[config.mk]
export PLATFORM = sky130hd
export DESIGN_NAME = cpd_ctrl
export DESIGN_NICKNAME = d
export VERILOG_FILES = /design/src/design/cpd_pair_store.v /design/src/design/cpd_ctrl.v
export VERILOG_INCLUDE_DIRS = /design/src /design/src/shared
export SDC_FILE = /design/constraint.sdc
export NUM_CORES = 1
export LEC_CHECK = 0
export ABC_AREA = 1
export ABC_CLOCK_PERIOD_IN_PS = 4050
export CELL_PAD_IN_SITES_DETAIL_PLACEMENT = 1
export CELL_PAD_IN_SITES_GLOBAL_PLACEMENT = 2
export CORE_UTILIZATION = 35
export DETAILED_ROUTE_END_ITERATION = 8
export DONT_BUFFER_PORTS = 1
export GPL_TIMING_DRIVEN = 1
export PLACE_DENSITY = 0.79
export SYNTH_ARGS = -nofsm -noshare
export SYNTH_HDL_FRONTEND = slang
export SYNTH_SLANG_ARGS = --single-unit
export TNS_END_PERCENT = 1
[constraint.sdc]
create_clock -name mclk -period 4.05 [get_ports mclk]
set_input_delay 0.6075 -clock mclk [delete_from_list [all_inputs] [get_ports mclk]]
set_output_delay 0.6075 -clock mclk [all_outputs]
set_load 0.02 [all_outputs]
[src/shared/cpd_consts.vh]
// Functional notes
// - Request 11b starts automatic analysis of all ten pair combinations.
// - Upper request bit self-clears at completion; lower bit then flags valid results.
// - Request reads 11b auto running, 10b single running, 01b done valid.
// - Single mode: launch select 00b..11b picks pair A..D for launching.
// - Auto mode: launch select picks the first pair reported, not a launcher.
// - Single mode: listen select picks listening pair; ignored in auto mode.
// - After auto analysis each result read reports the next pair.
// - Fault class: 11b invalid, 10b open/short, 01b mismatch, 00b good.
// - Open/short with no cross-short bits is an open, else shorted pairs.
// - Invalid result forces distance to 0xFF.
// - Auto result reads step the pair A, B, C, D per read and wrap to A.
// - Pair indicator names the pair owning the readable class, shorts, distance.
// - Cross-short bits D, C, B and A read 1b when shorted to that pair.
// - Eight-bit distance in metres to first fault; all ones means unknown.
// - Pair indicator encodes A 00b, B 01b, C 10b, D 11b.
`ifndef CPD_CONSTS_VH
`define CPD_CONSTS_VH

// Register addresses
`define CPD_ADDR_W          5
`define CPD_ADDR_CTRL       5'h1E
`define CPD_ADDR_RESULT     5'h1F
`define CPD_ADDR_IRQ_STAT   5'h1A
`define CPD_ADDR_IRQ_CLR    5'h1B
`define CPD_ADDR_IRQ_EN     5'h1C

// Field positions
`define CPD_REQ_HI          15
`define CPD_REQ_LO          14
`define CPD_LAUNCH_HI       13
`define CPD_LAUNCH_LO       12
`define CPD_LISTEN_HI       11
`define CPD_LISTEN_LO       10
`define CPD_SHORT_HI        13
`define CPD_SHORT_LO        10
`define CPD_DIST_HI         9
`define CPD_DIST_LO         2
`define CPD_PAIR_HI         1
`define CPD_PAIR_LO         0

// Request codes
`define CPD_REQ_AUTO        2'h3
`define CPD_REQ_SINGLE      2'h2
`define CPD_REQ_DONE_OK     2'h1
`define CPD_REQ_RESET       2'h0

// Fault classes
`define CPD_CLASS_INVALID   2'h3
`define CPD_CLASS_OPEN_SHORT 2'h2
`define CPD_CLASS_MISMATCH  2'h1
`define CPD_CLASS_GOOD      2'h0
`define CPD_DIST_UNKNOWN    8'hFF

// Pair codes
`define CPD_PAIR_A          2'h0
`define CPD_PAIR_D          2'h3

// Interrupt bits
`define CPD_IRQ_W           3
`define CPD_IRQ_DONE        0
`define CPD_IRQ_FAULT       1
`define CPD_IRQ_INVALID     2
`define CPD_IRQ_RESET       3'h0

// Measurement watchdog, in clock cycles
`define CPD_MEAS_TIMEOUT_CYC 65535

`endif

[src/design/cpd_pair_store.v]
`timescale 1ns/1ps
`default_nettype none
`include "cpd_consts.vh"

// Result store for one cable pair
module cpd_pair_store #(
  parameter DIST_W = 8
) (
  input  wire              mclk,
  input  wire              rst_sync_b,
  input  wire              clear,
  input  wire              res_we,
  input  wire [1:0]        res_class,
  input  wire [DIST_W-1:0] res_dist,
  input  wire [3:0]        short_set,
  output reg  [1:0]        fault_class,
  output reg  [DIST_W-1:0] fault_distance_m,
  output reg  [3:0]        cross_short
);

  // Class defaults to invalid; shorts accumulate over the run
  always @(posedge mclk or negedge rst_sync_b) begin
    if (!rst_sync_b) begin
      fault_class      <= `CPD_CLASS_INVALID;
      fault_distance_m <= {DIST_W{1'b1}};
      cross_short      <= 4'h0;
    end else if (clear) begin
      fault_class      <= `CPD_CLASS_INVALID;
      fault_distance_m <= {DIST_W{1'b1}};
      cross_short      <= 4'h0;
    end else begin
      if (res_we) begin
        fault_class <= res_class;
        if (res_class == `CPD_CLASS_INVALID) begin
          fault_distance_m <= {DIST_W{1'b1}};
        end else begin
          fault_distance_m <= res_dist;
        end
      end
      cross_short <= cross_short | short_set;
    end
  end

endmodule // cpd_pair_store
`default_nettype wire

[src/design/cpd_ctrl.v]
`timescale 1ns/1ps
`default_nettype none
`include "cpd_consts.vh"

// Cable pair reflectometry control and result reporting
module cpd_ctrl #(
  parameter MEAS_TIMEOUT_CYC = `CPD_MEAS_TIMEOUT_CYC
) (
  input  wire                   mclk,
  input  wire                   rst_b,
  input  wire [`CPD_ADDR_W-1:0] reg_addr,
  input  wire [15:0]            reg_wdata,
  input  wire                   reg_we,
  input  wire                   reg_re,
  output reg  [15:0]            reg_rdata,
  output reg                    irq,
  output reg                    meas_start,
  output reg  [1:0]             meas_launch_pair,
  output reg  [1:0]             meas_listen_pair,
  input  wire                   meas_done,
  input  wire [1:0]             meas_class,
  input  wire [7:0]             meas_dist
);

  localparam [1:0] ST_IDLE   = 2'h0;
  localparam [1:0] ST_LAUNCH = 2'h1;
  localparam [1:0] ST_WAIT   = 2'h2;

  // Reset synchroniser
  reg                  rst_q1;
  reg                  rst_sync_b;

  // Software-visible control fields
  reg  [1:0]           cable_test_request;
  reg  [1:0]           launch_pair_select;
  reg  [1:0]           listen_pair_select;

  // Sequencer, current combination and read pointer
  reg  [1:0]           state;
  reg                  auto_run;
  reg                  last_auto;
  reg  [1:0]           cur_tx;
  reg  [1:0]           cur_rx;
  reg  [1:0]           rd_ptr;
  reg  [31:0]          wd_cnt;
  reg                  store_clear;

  // Interrupt registers and read-back word
  reg  [`CPD_IRQ_W-1:0] irq_stat;
  reg  [`CPD_IRQ_W-1:0] irq_en;
  reg  [`CPD_IRQ_W-1:0] next_irq_stat;
  reg  [`CPD_IRQ_W-1:0] next_irq_en;
  reg  [`CPD_IRQ_W-1:0] irq_set;
  reg  [15:0]          next_rdata;

  // Register strobes
  wire                 ctrl_wr;
  wire                 start_req;
  wire                 res_rd;
  wire                 irq_clr_wr;
  wire                 irq_en_wr;

  // Measurement capture and pair decode
  wire                 wd_hit;
  wire                 rec_valid;
  wire [1:0]           rec_class;
  wire [7:0]           rec_dist;
  wire                 self_comb;
  wire                 cross_short;
  wire                 cross_keep;
  wire                 last_comb;
  wire                 auto_more;

  // Per-pair store outputs and the selected pair
  wire [7:0]           st_class;
  wire [31:0]          st_dist;
  wire [15:0]          st_short;
  wire [1:0]           sel_class;
  wire [7:0]           sel_dist;
  wire [3:0]           sel_short;

  // Reset release through two flops
  always @(posedge mclk or negedge rst_b) begin
    if (!rst_b) begin
      rst_q1     <= 1'b0;
      rst_sync_b <= 1'b0;
    end else begin
      rst_q1     <= 1'b1;
      rst_sync_b <= rst_q1;
    end
  end

  // Request decode; control writes and result reads only taken while idle
  assign ctrl_wr   = reg_we && (reg_addr == `CPD_ADDR_CTRL) && (state == ST_IDLE);
  assign start_req = ctrl_wr && reg_wdata[`CPD_REQ_HI];
  assign res_rd     = reg_re && (reg_addr == `CPD_ADDR_RESULT) && (state == ST_IDLE);
  assign irq_clr_wr = reg_we && (reg_addr == `CPD_ADDR_IRQ_CLR);
  assign irq_en_wr  = reg_we && (reg_addr == `CPD_ADDR_IRQ_EN);

  // Measurement result, watchdog turns a silent front end into invalid
  assign wd_hit    = (state == ST_WAIT) && !meas_done && (wd_cnt == MEAS_TIMEOUT_CYC - 1);
  assign rec_valid = (state == ST_WAIT) && (meas_done || wd_hit);
  assign rec_class = wd_hit ? `CPD_CLASS_INVALID : meas_class;
  assign rec_dist  = wd_hit ? `CPD_DIST_UNKNOWN : meas_dist;
  assign self_comb = (cur_tx == cur_rx);
  assign cross_short = !self_comb && (rec_class == `CPD_CLASS_OPEN_SHORT);
  assign cross_keep  = cross_short || (rec_class == `CPD_CLASS_INVALID);
  assign last_comb   = (cur_tx == `CPD_PAIR_D) && (cur_rx == `CPD_PAIR_D);
  assign auto_more   = auto_run && !last_comb;

  // One result store per pair
  genvar g;
  generate
    for (g = 0; g < 4; g = g + 1) begin : g_pair
      // Pair index cut to the select width
      localparam [31:0] PIDX_FULL = g;
      localparam [1:0]  PIDX      = PIDX_FULL[1:0];
      wire       hit_tx = (cur_tx == PIDX);
      wire       hit_rx = (cur_rx == PIDX);
      wire       we     = rec_valid && (hit_tx || hit_rx) && (self_comb || cross_keep);
      wire [3:0] sset   = (rec_valid && cross_short) ?
                          ((hit_tx ? (4'h1 << cur_rx) : 4'h0) |
                           (hit_rx ? (4'h1 << cur_tx) : 4'h0)) : 4'h0;
      cpd_pair_store #(
        .DIST_W (8)
      ) u_store (
        .mclk             (mclk),
        .rst_sync_b       (rst_sync_b),
        .clear            (store_clear),
        .res_we           (we),
        .res_class        (rec_class),
        .res_dist         (rec_dist),
        .short_set        (sset),
        .fault_class      (st_class[2*g +: 2]),
        .fault_distance_m (st_dist[8*g +: 8]),
        .cross_short      (st_short[4*g +: 4])
      );
    end
  endgenerate

  // Sequencer over pair combinations
  always @(posedge mclk or negedge rst_sync_b) begin
    if (!rst_sync_b) begin
      state              <= ST_IDLE;
      cable_test_request <= `CPD_REQ_RESET;
      launch_pair_select <= `CPD_PAIR_A;
      listen_pair_select <= `CPD_PAIR_A;
      auto_run           <= 1'b0;
      last_auto          <= 1'b0;
      cur_tx             <= `CPD_PAIR_A;
      cur_rx             <= `CPD_PAIR_A;
      store_clear        <= 1'b0;
      meas_start         <= 1'b0;
      meas_launch_pair   <= `CPD_PAIR_A;
      meas_listen_pair   <= `CPD_PAIR_A;
      wd_cnt             <= 32'h0;
    end else begin
      store_clear <= 1'b0;
      meas_start  <= 1'b0;
      case (state)
        ST_IDLE: begin
          // Selects follow any idle control write
          if (ctrl_wr) begin
            launch_pair_select <= reg_wdata[`CPD_LAUNCH_HI:`CPD_LAUNCH_LO];
            listen_pair_select <= reg_wdata[`CPD_LISTEN_HI:`CPD_LISTEN_LO];
          end
          if (start_req) begin
            cable_test_request <= reg_wdata[`CPD_REQ_HI:`CPD_REQ_LO];
            store_clear        <= 1'b1;
            state              <= ST_LAUNCH;
            if (reg_wdata[`CPD_REQ_LO]) begin
              // Auto walks all ten combinations from A,A
              auto_run  <= 1'b1;
              last_auto <= 1'b1;
              cur_tx    <= `CPD_PAIR_A;
              cur_rx    <= `CPD_PAIR_A;
            end else begin
              auto_run  <= 1'b0;
              last_auto <= 1'b0;
              cur_tx    <= reg_wdata[`CPD_LAUNCH_HI:`CPD_LAUNCH_LO];
              cur_rx    <= reg_wdata[`CPD_LISTEN_HI:`CPD_LISTEN_LO];
            end
          end
        end
        ST_LAUNCH: begin
          meas_start       <= 1'b1;
          meas_launch_pair <= cur_tx;
          meas_listen_pair <= cur_rx;
          wd_cnt           <= 32'h0;
          state            <= ST_WAIT;
        end
        ST_WAIT: begin
          // Watchdog counts cycles since the launch
          wd_cnt <= wd_cnt + 32'h1;
          // A record steps to the next combination or ends the run
          if (rec_valid) begin
            if (auto_more) begin
              // Next combination with listen pair at or above launch pair
              if (cur_rx == `CPD_PAIR_D) begin
                cur_tx <= cur_tx + 2'h1;
                cur_rx <= cur_tx + 2'h1;
              end else begin
                cur_rx <= cur_rx + 2'h1;
              end
              state <= ST_LAUNCH;
            end else begin
              cable_test_request <= `CPD_REQ_DONE_OK;
              state              <= ST_IDLE;
            end
          end
        end
        default: begin
          state <= ST_IDLE;
        end
      endcase
    end
  end

  // Result read pointer, restarted by each request
  always @(posedge mclk or negedge rst_sync_b) begin
    if (!rst_sync_b) begin
      rd_ptr <= `CPD_PAIR_A;
    end else if (start_req) begin
      rd_ptr <= reg_wdata[`CPD_LAUNCH_HI:`CPD_LAUNCH_LO];
    end else if (res_rd && last_auto) begin
      rd_ptr <= rd_ptr + 2'h1;
    end
  end

  // Selected pair's stored result
  assign sel_class = st_class[{rd_ptr, 1'b0} +: 2];
  assign sel_dist  = st_dist[{rd_ptr, 3'b000} +: 8];
  assign sel_short = st_short[{rd_ptr, 2'b00} +: 4];

  // Interrupt status, enable and clear; a set beats a clear
  always @* begin
    irq_set = `CPD_IRQ_RESET;
    if ((state == ST_WAIT) && rec_valid) begin
      irq_set[`CPD_IRQ_DONE]    = !auto_more;
      irq_set[`CPD_IRQ_FAULT]   = (rec_class == `CPD_CLASS_OPEN_SHORT) ||
                                  (rec_class == `CPD_CLASS_MISMATCH);
      irq_set[`CPD_IRQ_INVALID] = (rec_class == `CPD_CLASS_INVALID);
    end
    // Clear first; this cycle's events then set again
    next_irq_stat = irq_stat;
    if (irq_clr_wr) begin
      next_irq_stat = irq_stat & ~reg_wdata[`CPD_IRQ_W-1:0];
    end
    next_irq_stat = next_irq_stat | irq_set;
    next_irq_en = irq_en;
    if (irq_en_wr) begin
      next_irq_en = reg_wdata[`CPD_IRQ_W-1:0];
    end
  end

  always @(posedge mclk or negedge rst_sync_b) begin
    if (!rst_sync_b) begin
      irq_stat <= `CPD_IRQ_RESET;
      irq_en   <= `CPD_IRQ_RESET;
      irq      <= 1'b0;
    end else begin
      irq_stat <= next_irq_stat;
      irq_en   <= next_irq_en;
      irq      <= |(next_irq_stat & next_irq_en);
    end
  end

  // Read data mux
  always @* begin
    next_rdata = 16'h0000;
    case (reg_addr)
      `CPD_ADDR_CTRL: begin
        next_rdata[`CPD_REQ_HI:`CPD_REQ_LO]       = cable_test_request;
        next_rdata[`CPD_LAUNCH_HI:`CPD_LAUNCH_LO] = launch_pair_select;
        next_rdata[`CPD_LISTEN_HI:`CPD_LISTEN_LO] = listen_pair_select;
      end
      `CPD_ADDR_RESULT: begin
        next_rdata[`CPD_REQ_HI:`CPD_REQ_LO]     = sel_class;
        next_rdata[`CPD_SHORT_HI:`CPD_SHORT_LO] = sel_short;
        next_rdata[`CPD_DIST_HI:`CPD_DIST_LO]   = sel_dist;
        next_rdata[`CPD_PAIR_HI:`CPD_PAIR_LO]   = rd_ptr;
      end
      `CPD_ADDR_IRQ_STAT: begin
        next_rdata[`CPD_IRQ_W-1:0] = irq_stat;
      end
      `CPD_ADDR_IRQ_EN: begin
        next_rdata[`CPD_IRQ_W-1:0] = irq_en;
      end
      default: begin
        next_rdata = 16'h0000;
      end
    endcase
  end

  // Read data held until the next read
  always @(posedge mclk or negedge rst_sync_b) begin
    if (!rst_sync_b) begin
      reg_rdata <= 16'h0000;
    end else if (reg_re) begin
      reg_rdata <= next_rdata;
    end
  end

endmodule // cpd_ctrl
`default_nettype wire

==> summary.txt, run 1 <==
STA
  – Worst Setup Slack, final: about 1.3 ns
  – Clock skew: ~0.012 ns
  – Final setup TNS: 0 ns
  – Worst Max-Slew Pin Slew: around 0.87 ns
  – Rel. slew slack: 0.421
  – Hold Fails Final Rpt: 0
  – Slew Viols, Final: 0
  – RSZ-0062 raised after global routing: false
  – Tcrit/Tclk final: 0.676
  – Setup-failing EPs final: 0
  – Max Fclk: 366 MHz
  – Period minus WS final: 2.74 ns
  – Worst hold margin: between 0.2 and 0.3 ns

GRT
  – Total Routing Usage GR: 0.209
  – Antenna violations before repair: 0
  – Global-route wire length before repair: 35,700 um
  – Vias in the first global route: around 6,600
  – Largest net degree at the start of global routing: slightly above 60
  – GR Overflow Total: 0

Synth
  – Area share of the largest cell type after synthesis: 0.311
  – Warnings, synthesis: 0
  – Synthesized area per cell: ~8.2 um^2
  – Synth Area in Compound Gates: 0.111
  – Synthesized area: approximately 0.0076 mm^2
  – Simple-gate share of the synthesized area: 0.319
  – Yosys top cell by area: dfrtp_1
  – Largest family of logic cells by synthesized area: simple AND/OR/NAND/NOR gates
  – Synth async-reset ratio: 1.00
  – Mux cell area share after synthesis: 0
  – Most used DFF post-synth: dfrtp_1
  – Seq/Total Area, Yosys: 0.450
  – Post-Synth Adder-Cell Area: 0.0265
  – Number of enable flip-flop cells after synthesis: 0
  – Net count after synthesis: approximately 1,000
  – Seq cells post-synth: ~130
  – Synthesized instance count: roughly 920
  – Synth Area in XOR/XNOR: 0.00463
  – Netlist cell types: 47
  – Top post-synthesis cells by area: dfrtp_1 31%, dfstp_2 14%, nand2_1 11%

Placed design
  – DP HPWL: 15,100 um
  – DP Worst Slack: about 1.2 ns
  – Input/output buffers: 0
  – Placed cells: around 1,200
  – Routability Congestion: ~0.76

Min path
  – Worst min path class: input port to register

Cells and area
  – Diode count: 0
  – Layout area overhead: 10.7%
  – Most common cell after layout, fill and taps aside: nand2_1
  – Multi-input gate area: approximately 0.0035 mm^2
  – Layout net count: between 900 and 1,000
  – Final Instance Count excl. Fillers: ~1,200
  – Fillers: 2,536
  – Most frequent cells in the layout: 227 x nand2_1, 119 x inv_1, 93 x dfrtp_1
  – Layout cells sized above 1: 0.175
  – Register area: approximately 0.0034 mm^2

Route
  – DRC viols: 0
  – Via/cell ratio: a little over 5
  – Routed len/inst: about 18 um
  – Via count: ~6,100
  – Pre-Repair DR Iteration Count: 4
  – Post-route ant nets: 0
  – Drt first-iter violations: between 300 and 400
  – Total length of routed wires: 21,300 um

Floorplanning
  – Core Region: about 0.021 mm^2
  – Initial core utilization: 0.359
  – Chip height: between 100 and 150 um
  – Row count: 53
  – Die Width: approximately 150 um
  – Die Area: between 0.02 and 0.025 mm^2
  – # IOs: 58

Critical path
  – Crit path DAT: between 3 and 4 ns
  – Worst Setup End Kind: register
  – Crit path max-delay family: simple AND/OR/NAND/NOR gates
  – Crit-path cells: inv_1 -> ha_1 -> nand2_1 -> nor2_1 -> nand2_2 -> nor2_4 -> nand3_4 -> nand2_1 -> inv_1 -> ha_1 -> inv_1 -> nand3_4 -> nand4_4 -> nand2_4 -> nand2_1 -> nand2_1
  – Critical path fanouts, max: 11
  – Element type at the critical path start: register
  – Critical Path RT: between 4 and 5 ns
  – Critical path buffers and inverters: 3
  – Max stage delay cell, worst path: dfrtp_1
  – Crit-path most repeated cell: nand2_1
  – FF-to-FF setup slack: between 1 and 1.5 ns
  – Worst path max stage delay: approximately 0.4 ns
  – Critical path class: register to register

Pwr
  – Design Power: 0.00524 W
  – Clock power frac: 0.298
  – Reg power frac: 0.409
  – Pint: 0.00324 W
  – Pwr dens: about 630 mW/mm^2
  – Pleak: about 4.1 nW
  – Sw frac: 0.382
  – Psw: 0.00200 W
  – Combinational Power Share: 0.293
  – Max IR drop VDD: 0.291 mV

Clocking
  – Resized cells post-CTS: 0
  – Number of CTS-inserted buffers: 17
  – Clk sinks: approximately 130
  – Setup repair bufs after CTS: 0
  – Worst-Skew Late Latency: 0.43 ns
  – Clk root buf: clkbuf_16
  – CTS max path bufs: 2
  – TritonCTS clock tree: done
  – CTS HTree Levels: 4
  – Worst-path clk slew: around 0.070 ns

Run status
  – Run status: finished clean

Job
  – Maxcap violations: 0
==> per-stage QoR <==
step | utilization | cell area, um^2
global placement | 0.369 | 7770
detailed placement | 0.369 | 7770
floorplan | - | 7560
finish | 0.397 | 8370
global route | 0.397 | 8370
CTS | 0.397 | 8370
==> synth_stat cells (2+ instances only) <==
cell type and count:
dfstp_2 40, o21ai_0 65, o311ai_0 3, clkinv_1 2, xor2_1 2, nor2_1 68
nand4_1 17, buf_2 5, dfrtp_1 94, a211oi_1 4, a21oi_1 41, o22ai_1 20
nand3_4 2, buf_4 3, nor2_2 2, nor3_1 19, buf_6 7, nand2_2 13
ha_1 16, xnor2_1 2, a22o_1 7, nand3_1 52, nand4_4 4, nand4_2 6
clkbuf_1 14, nand2_1 227, nor2_4 5, nand2_4 4, inv_1 120, buf_1 2
nand3_2 40, a31oi_1 2
==> registers in the layout, indices dropped and copies added, names as in the netlist, 2 cells and up <==
| register | flops |
|---|---|
| g_pair.u_store.cross_short | 16 |
| rd_ptr | 2 |
| launch_pair_select | 2 |
| cable_test_request | 2 |
| listen_pair_select | 2 |
| wd_cnt | 32 |
| meas_launch_pair | 2 |
| cur_tx | 2 |
| state | 2 |
| g_pair.u_store.fault_distance_m | 32 |
| irq_stat | 3 |
| reg_rdata | 16 |
| cur_rx | 2 |
| meas_listen_pair | 2 |
| irq_en | 3 |
| g_pair.u_store.fault_class | 8 |
==> metal layers <==
metal	global-route usage	vias up	share of wire
met3	0.0373	13	0.033
met5	0	-	0
met4	0.0510	0	0.0074
met1	0.283	3018	0.48
li1	-	3007	-
met2	0.344	74	0.48
==> power by group through the flow <==
stage / Sequential (W) / Clock, W / Combinational (W)
finish: 0.00214 / 0.00156 / 0.00154
global route: 0.00220 / 0.00166 / 0.00175
CTS: 0.00215 / 0.00160 / 0.00156
detailed placement: 0.00217 / 0 / 0.00155
global placement: 0.00215 / 0 / 0.00151
floorplan: 0.00210 / 0 / 0.00115
==> layout make-up <==
type                            count  area share
Timing Repair Buffer               10     0.00926
Clock buffer                       17      0.0508
Multi-Input combinational cell    635       0.418
Inverter                          122      0.0547
Clock inverter                     15      0.0197
Sequential cell                   134       0.407
Tap cell                          275      0.0411
==> repair_timing <==
item / CTS / global route
setup endpoints to repair: 0 / 0
hold endpoints to repair: 2 / 0
hold buffers: 1 / 0
==> kinds of logic (layout without fill, tap and decap cells) <==
logic type / count (synthesis) / count (layout)
other: 1 / 1
DFF: 134 / 134
xor gates and xnor gates: 4 / 4
and+or+nand+nor: 465 / 465
adders and majority gates: 16 / 16
AOI/OAI and AO/OA: 149 / 149
buffers and inverters: 154 / 164
==> worst paths after layout <==
check	start	to	cells past startpoint
max in group asynchronous	rst_sync_b	g_pair[0].u_store.fault_class[0]	1
worst max register to register	state[0]	g_pair[3].u_store.fault_distance_m[1]	16
min in group asynchronous	rst_b	rst_sync_b	1
worst min-delay path	reg_re	reg_rdata[0]	2
worst min register to register	rst_q1	rst_sync_b	0
worst max-delay path	state[0]	g_pair[3].u_store.fault_distance_m[1]	16
(Power assumes the default switching activity.)
==> inputs of run 2 (changes only) <==
Settings changed: ABC_CLOCK_PERIOD_IN_PS 4050 to 2500.
Clock period 4.05 ns to 2.5 ns, I/O delays scaled along.
==> summary.txt, run 2 (synthesis results as in run 1) <==
STA
  – Hold Fails Final Rpt: 0 (unchanged)
  – Worst Setup Slack, final: 0.184 ns (was 1.31 ns)
  – Max Fclk: 432 MHz (was 366 MHz)
  – Setup-failing EPs final: 0 (unchanged)
  – Slew Viols, Final: 0 (unchanged)
  – Tcrit/Tclk final: 0.926 (was 0.676)
  – Final setup TNS: 0 ns (unchanged)
  – Clock skew: 0.0139 ns (was 0.0121 ns)
  – Worst Max-Slew Pin Slew: 0.502 ns (was 0.869 ns)
  – Period minus WS final: 2.32 ns (was 2.74 ns)
  – Rel. slew slack: 0.663 (was 0.421)

Cells and area
  – Fillers: 2,552 (was 2,536)
  – Most frequent cells in the layout: 225 x nand2_1, 117 x inv_1, 93 x dfrtp_1 (was 227 x nand2_1, 119 x inv_1, 93 x dfrtp_1)
  – Most common cell after layout, fill and taps aside: nand2_1 (unchanged)
  – Biggest regs: g_pair.u_store.fault_distance_m (32), wd_cnt (32) (unchanged)
  – Layout cells sized above 1: 0.208 (was 0.175)
  – Layout area overhead: 15.3% (was 10.7%)
  – Layout net count: 1,005 (was 972)
  – Diode count: 0 (unchanged)

Route
  – Post-route ant nets: 0 (unchanged)
  – Routed len/inst: 17.3 um (was 17.6 um)
  – Total length of routed wires: 21,500 um (was 21,300 um)
  – Via/cell ratio: 5.10 (was 5.06)
  – Via count: 6,325 (was 6,112)
  – Drt first-iter violations: 315 (was 321)
  – Pre-Repair DR Iteration Count: 4 (unchanged)
  – DRC viols: 0 (unchanged)

Placed design
  – DP Worst Slack: -0.0216 ns (was 1.20 ns)
  – Routability Congestion: 0.788 (was 0.764)
  – DP HPWL: 15,600 um (was 15,100 um)
  – Input/output buffers: 0 (unchanged)

Pwr
  – Max IR drop VDD: 0.462 mV (was 0.291 mV)
  – Reg power frac: 0.396 (was 0.409)
  – Pwr dens: 1000 mW/mm^2 (was 626 mW/mm^2)
  – Psw: 0.00327 W (was 0.00200 W)
  – Sw frac: 0.375 (was 0.382)
  – Pint: 0.00546 W (was 0.00324 W)
  – Pleak: 4.25 nW (was 4.05 nW)
  – Clock power frac: 0.306 (was 0.298)
  – Combinational Power Share: 0.298 (was 0.293)

Floorplanning
  – Row count: 53 (unchanged)
  – Chip height: 149 um (unchanged)
  – Die Width: 149 um (unchanged)
  – # IOs: 58 (unchanged)
  – Core Region: 0.0211 mm^2 (unchanged)
  – Die Area: 0.0222 mm^2 (unchanged)
  – Initial core utilization: 0.359 (unchanged)

Critical path
  – Critical path class: register to register (unchanged)
  – FF-to-FF Start: state[0] (unchanged)
  – FF-to-FF setup slack: 0.18 ns (was 1.31 ns)
  – RR Endpoint: g_pair[0].u_store.fault_distance_m[2] (was g_pair[3].u_store.fault_distance_m[1])
  – Max stage delay cell, worst path: dfrtp_1 (unchanged)
  – Worst Setup End Kind: register (unchanged)
  – Crit path max-delay family: simple AND/OR/NAND/NOR gates (unchanged)
  – Critical path buffers and inverters: 3 (unchanged)
  – Levels on crit path: 15 (was 16)
  – Element type at the critical path start: register (unchanged)
  – Critical Path RT: 2.86 ns (was 4.41 ns)
  – Crit path DAT: 2.68 ns (was 3.09 ns)
  – FF-to-FF path depth: 15 (was 16)
  – Crit-path cells: inv_2 -> ha_1 -> nand2_1 -> nor2_2 -> nand2_2 -> nor2_4 -> nand3_4 -> nand2_2 -> ha_1 -> inv_1 -> nand3_4 -> nand4_4 -> buf_4 -> nand3_2 -> nand2_1 (was inv_1 -> ha_1 -> nand2_1 -> nor2_1 -> nand2_2 -> nor2_4 -> nand3_4 -> nand2_1 -> inv_1 -> ha_1 -> inv_1 -> nand3_4 -> nand4_4 -> nand2_4 -> nand2_1 -> nand2_1)
  – Worst path max stage delay: 0.41 ns (about the same)
  – Critical path fanouts, max: 5 (was 11)

GRT
  – Vias in the first global route: 6,511 (was 6,557)
  – GR Overflow Total: 0 (unchanged)
  – Total Routing Usage GR: 0.206 (was 0.209)
  – Largest net degree at the start of global routing: 47 (was 62)
  – Antenna violations before repair: 0 (unchanged)
  – Global-route wire length before repair: 35,100 um (was 35,700 um)

Job
  – Maxcap violations: 0 (unchanged)

Clocking
  – TritonCTS clock tree: done (unchanged)
  – Clk root buf: clkbuf_16 (unchanged)
  – Clk sinks: 134 (unchanged)
  – CTS max path bufs: 2 (unchanged)
  – CTS HTree Levels: 4 (unchanged)
  – Worst-path clk slew: 0.07 ns (about the same)
  – Number of CTS-inserted buffers: 17 (unchanged)
  – Worst-Skew Late Latency: 0.43 ns (about the same)

Run status
  – Run status: finished clean (unchanged)

Min path
  – Hold depth: 2 (unchanged)
  – Hold Path End: reg_rdata[0] (unchanged)
  – Hold path startpoint: reg_re (unchanged)
  – Worst min path class: input port to register (unchanged)
[run 2: worst max-delay path by stage]
stage                     slack, ns                               endpoint  startpoint
final                          0.18  g_pair[0].u_store.fault_distance_m[2]    state[0]
after global routing         -0.007       g_pair[0].u_store.fault_class[0]    state[0]
after CTS                      0.03       g_pair[0].u_store.fault_class[1]    state[0]
after detailed placement      -0.02  g_pair[0].u_store.fault_distance_m[6]    state[0]
after global placement         0.06  g_pair[0].u_store.fault_distance_m[3]    state[0]
after floorplan                0.25       g_pair[0].u_store.fault_class[1]    state[0]
[run 2: stage by stage]
stage	power (W)	instance area [um^2]	cells	utilization	hold slack, ns
6_report	0.00874	8720	1241	0.414	0.0572
5_1_grt	0.00932	8720	1241	0.414	0.0552
4_1_cts	0.00882	8640	1231	0.410	0.0399
3_5_place_dp	0.00608	8010	1198	0.380	0.0795
3_3_place_gp	0.00599	8010	1198	0.380	0.0795
2_1_floorplan	0.00526	7560	923	-	0.0794
[run 2: metal layers]
layer  routed length [um]  vias up  GRT usage
met5                    0        -          0
met4                  280        0     0.0582
met3                  638       18     0.0404
met2                10400       87      0.335
met1                10200     3140      0.277
li1                     -     3080          -
[run 2: final cells by class]
cell class | count | area, um^2 | share of cell area
Multi-Input combinational cell | 635 | 3510 | 0.403
Sequential cell | 134 | 3410 | 0.391
Tap cell | 275 | 344 | 0.0394
Inverter | 122 | 458 | 0.0525
Timing Repair Buffer | 43 | 388 | 0.0445
Clock inverter | 14 | 175 | 0.0201
Clock buffer | 18 | 439 | 0.0503
[run 2: worst reg2reg max path: cells and delay by family (launching register included)]
kind	cells	cell delay [ns]
adder cells (fa/ha/maj)	2	0.35
buffers and inverters	3	0.41
flip-flops	1	0.41
AND/OR/NAND/NOR	10	1.10
[run 2: what timing repair did]
action,in CTS,in global routing
pin swaps,4,1
endpoints found under the hold margin,2,0
setup buffers,0,10
resized for setup,2,4
hold buffers,1,0
setup endpoints to repair,37,40
[run 2: power groups by stage]
stage               sequential (W)  combinational [W]  clock (W)
global route               0.00355            0.00295    0.00283
detailed placement         0.00350            0.00258          0
global placement           0.00347            0.00252          0
finish                     0.00346            0.00261    0.00267
CTS                        0.00346            0.00262    0.00273
floorplan                  0.00340            0.00186          0
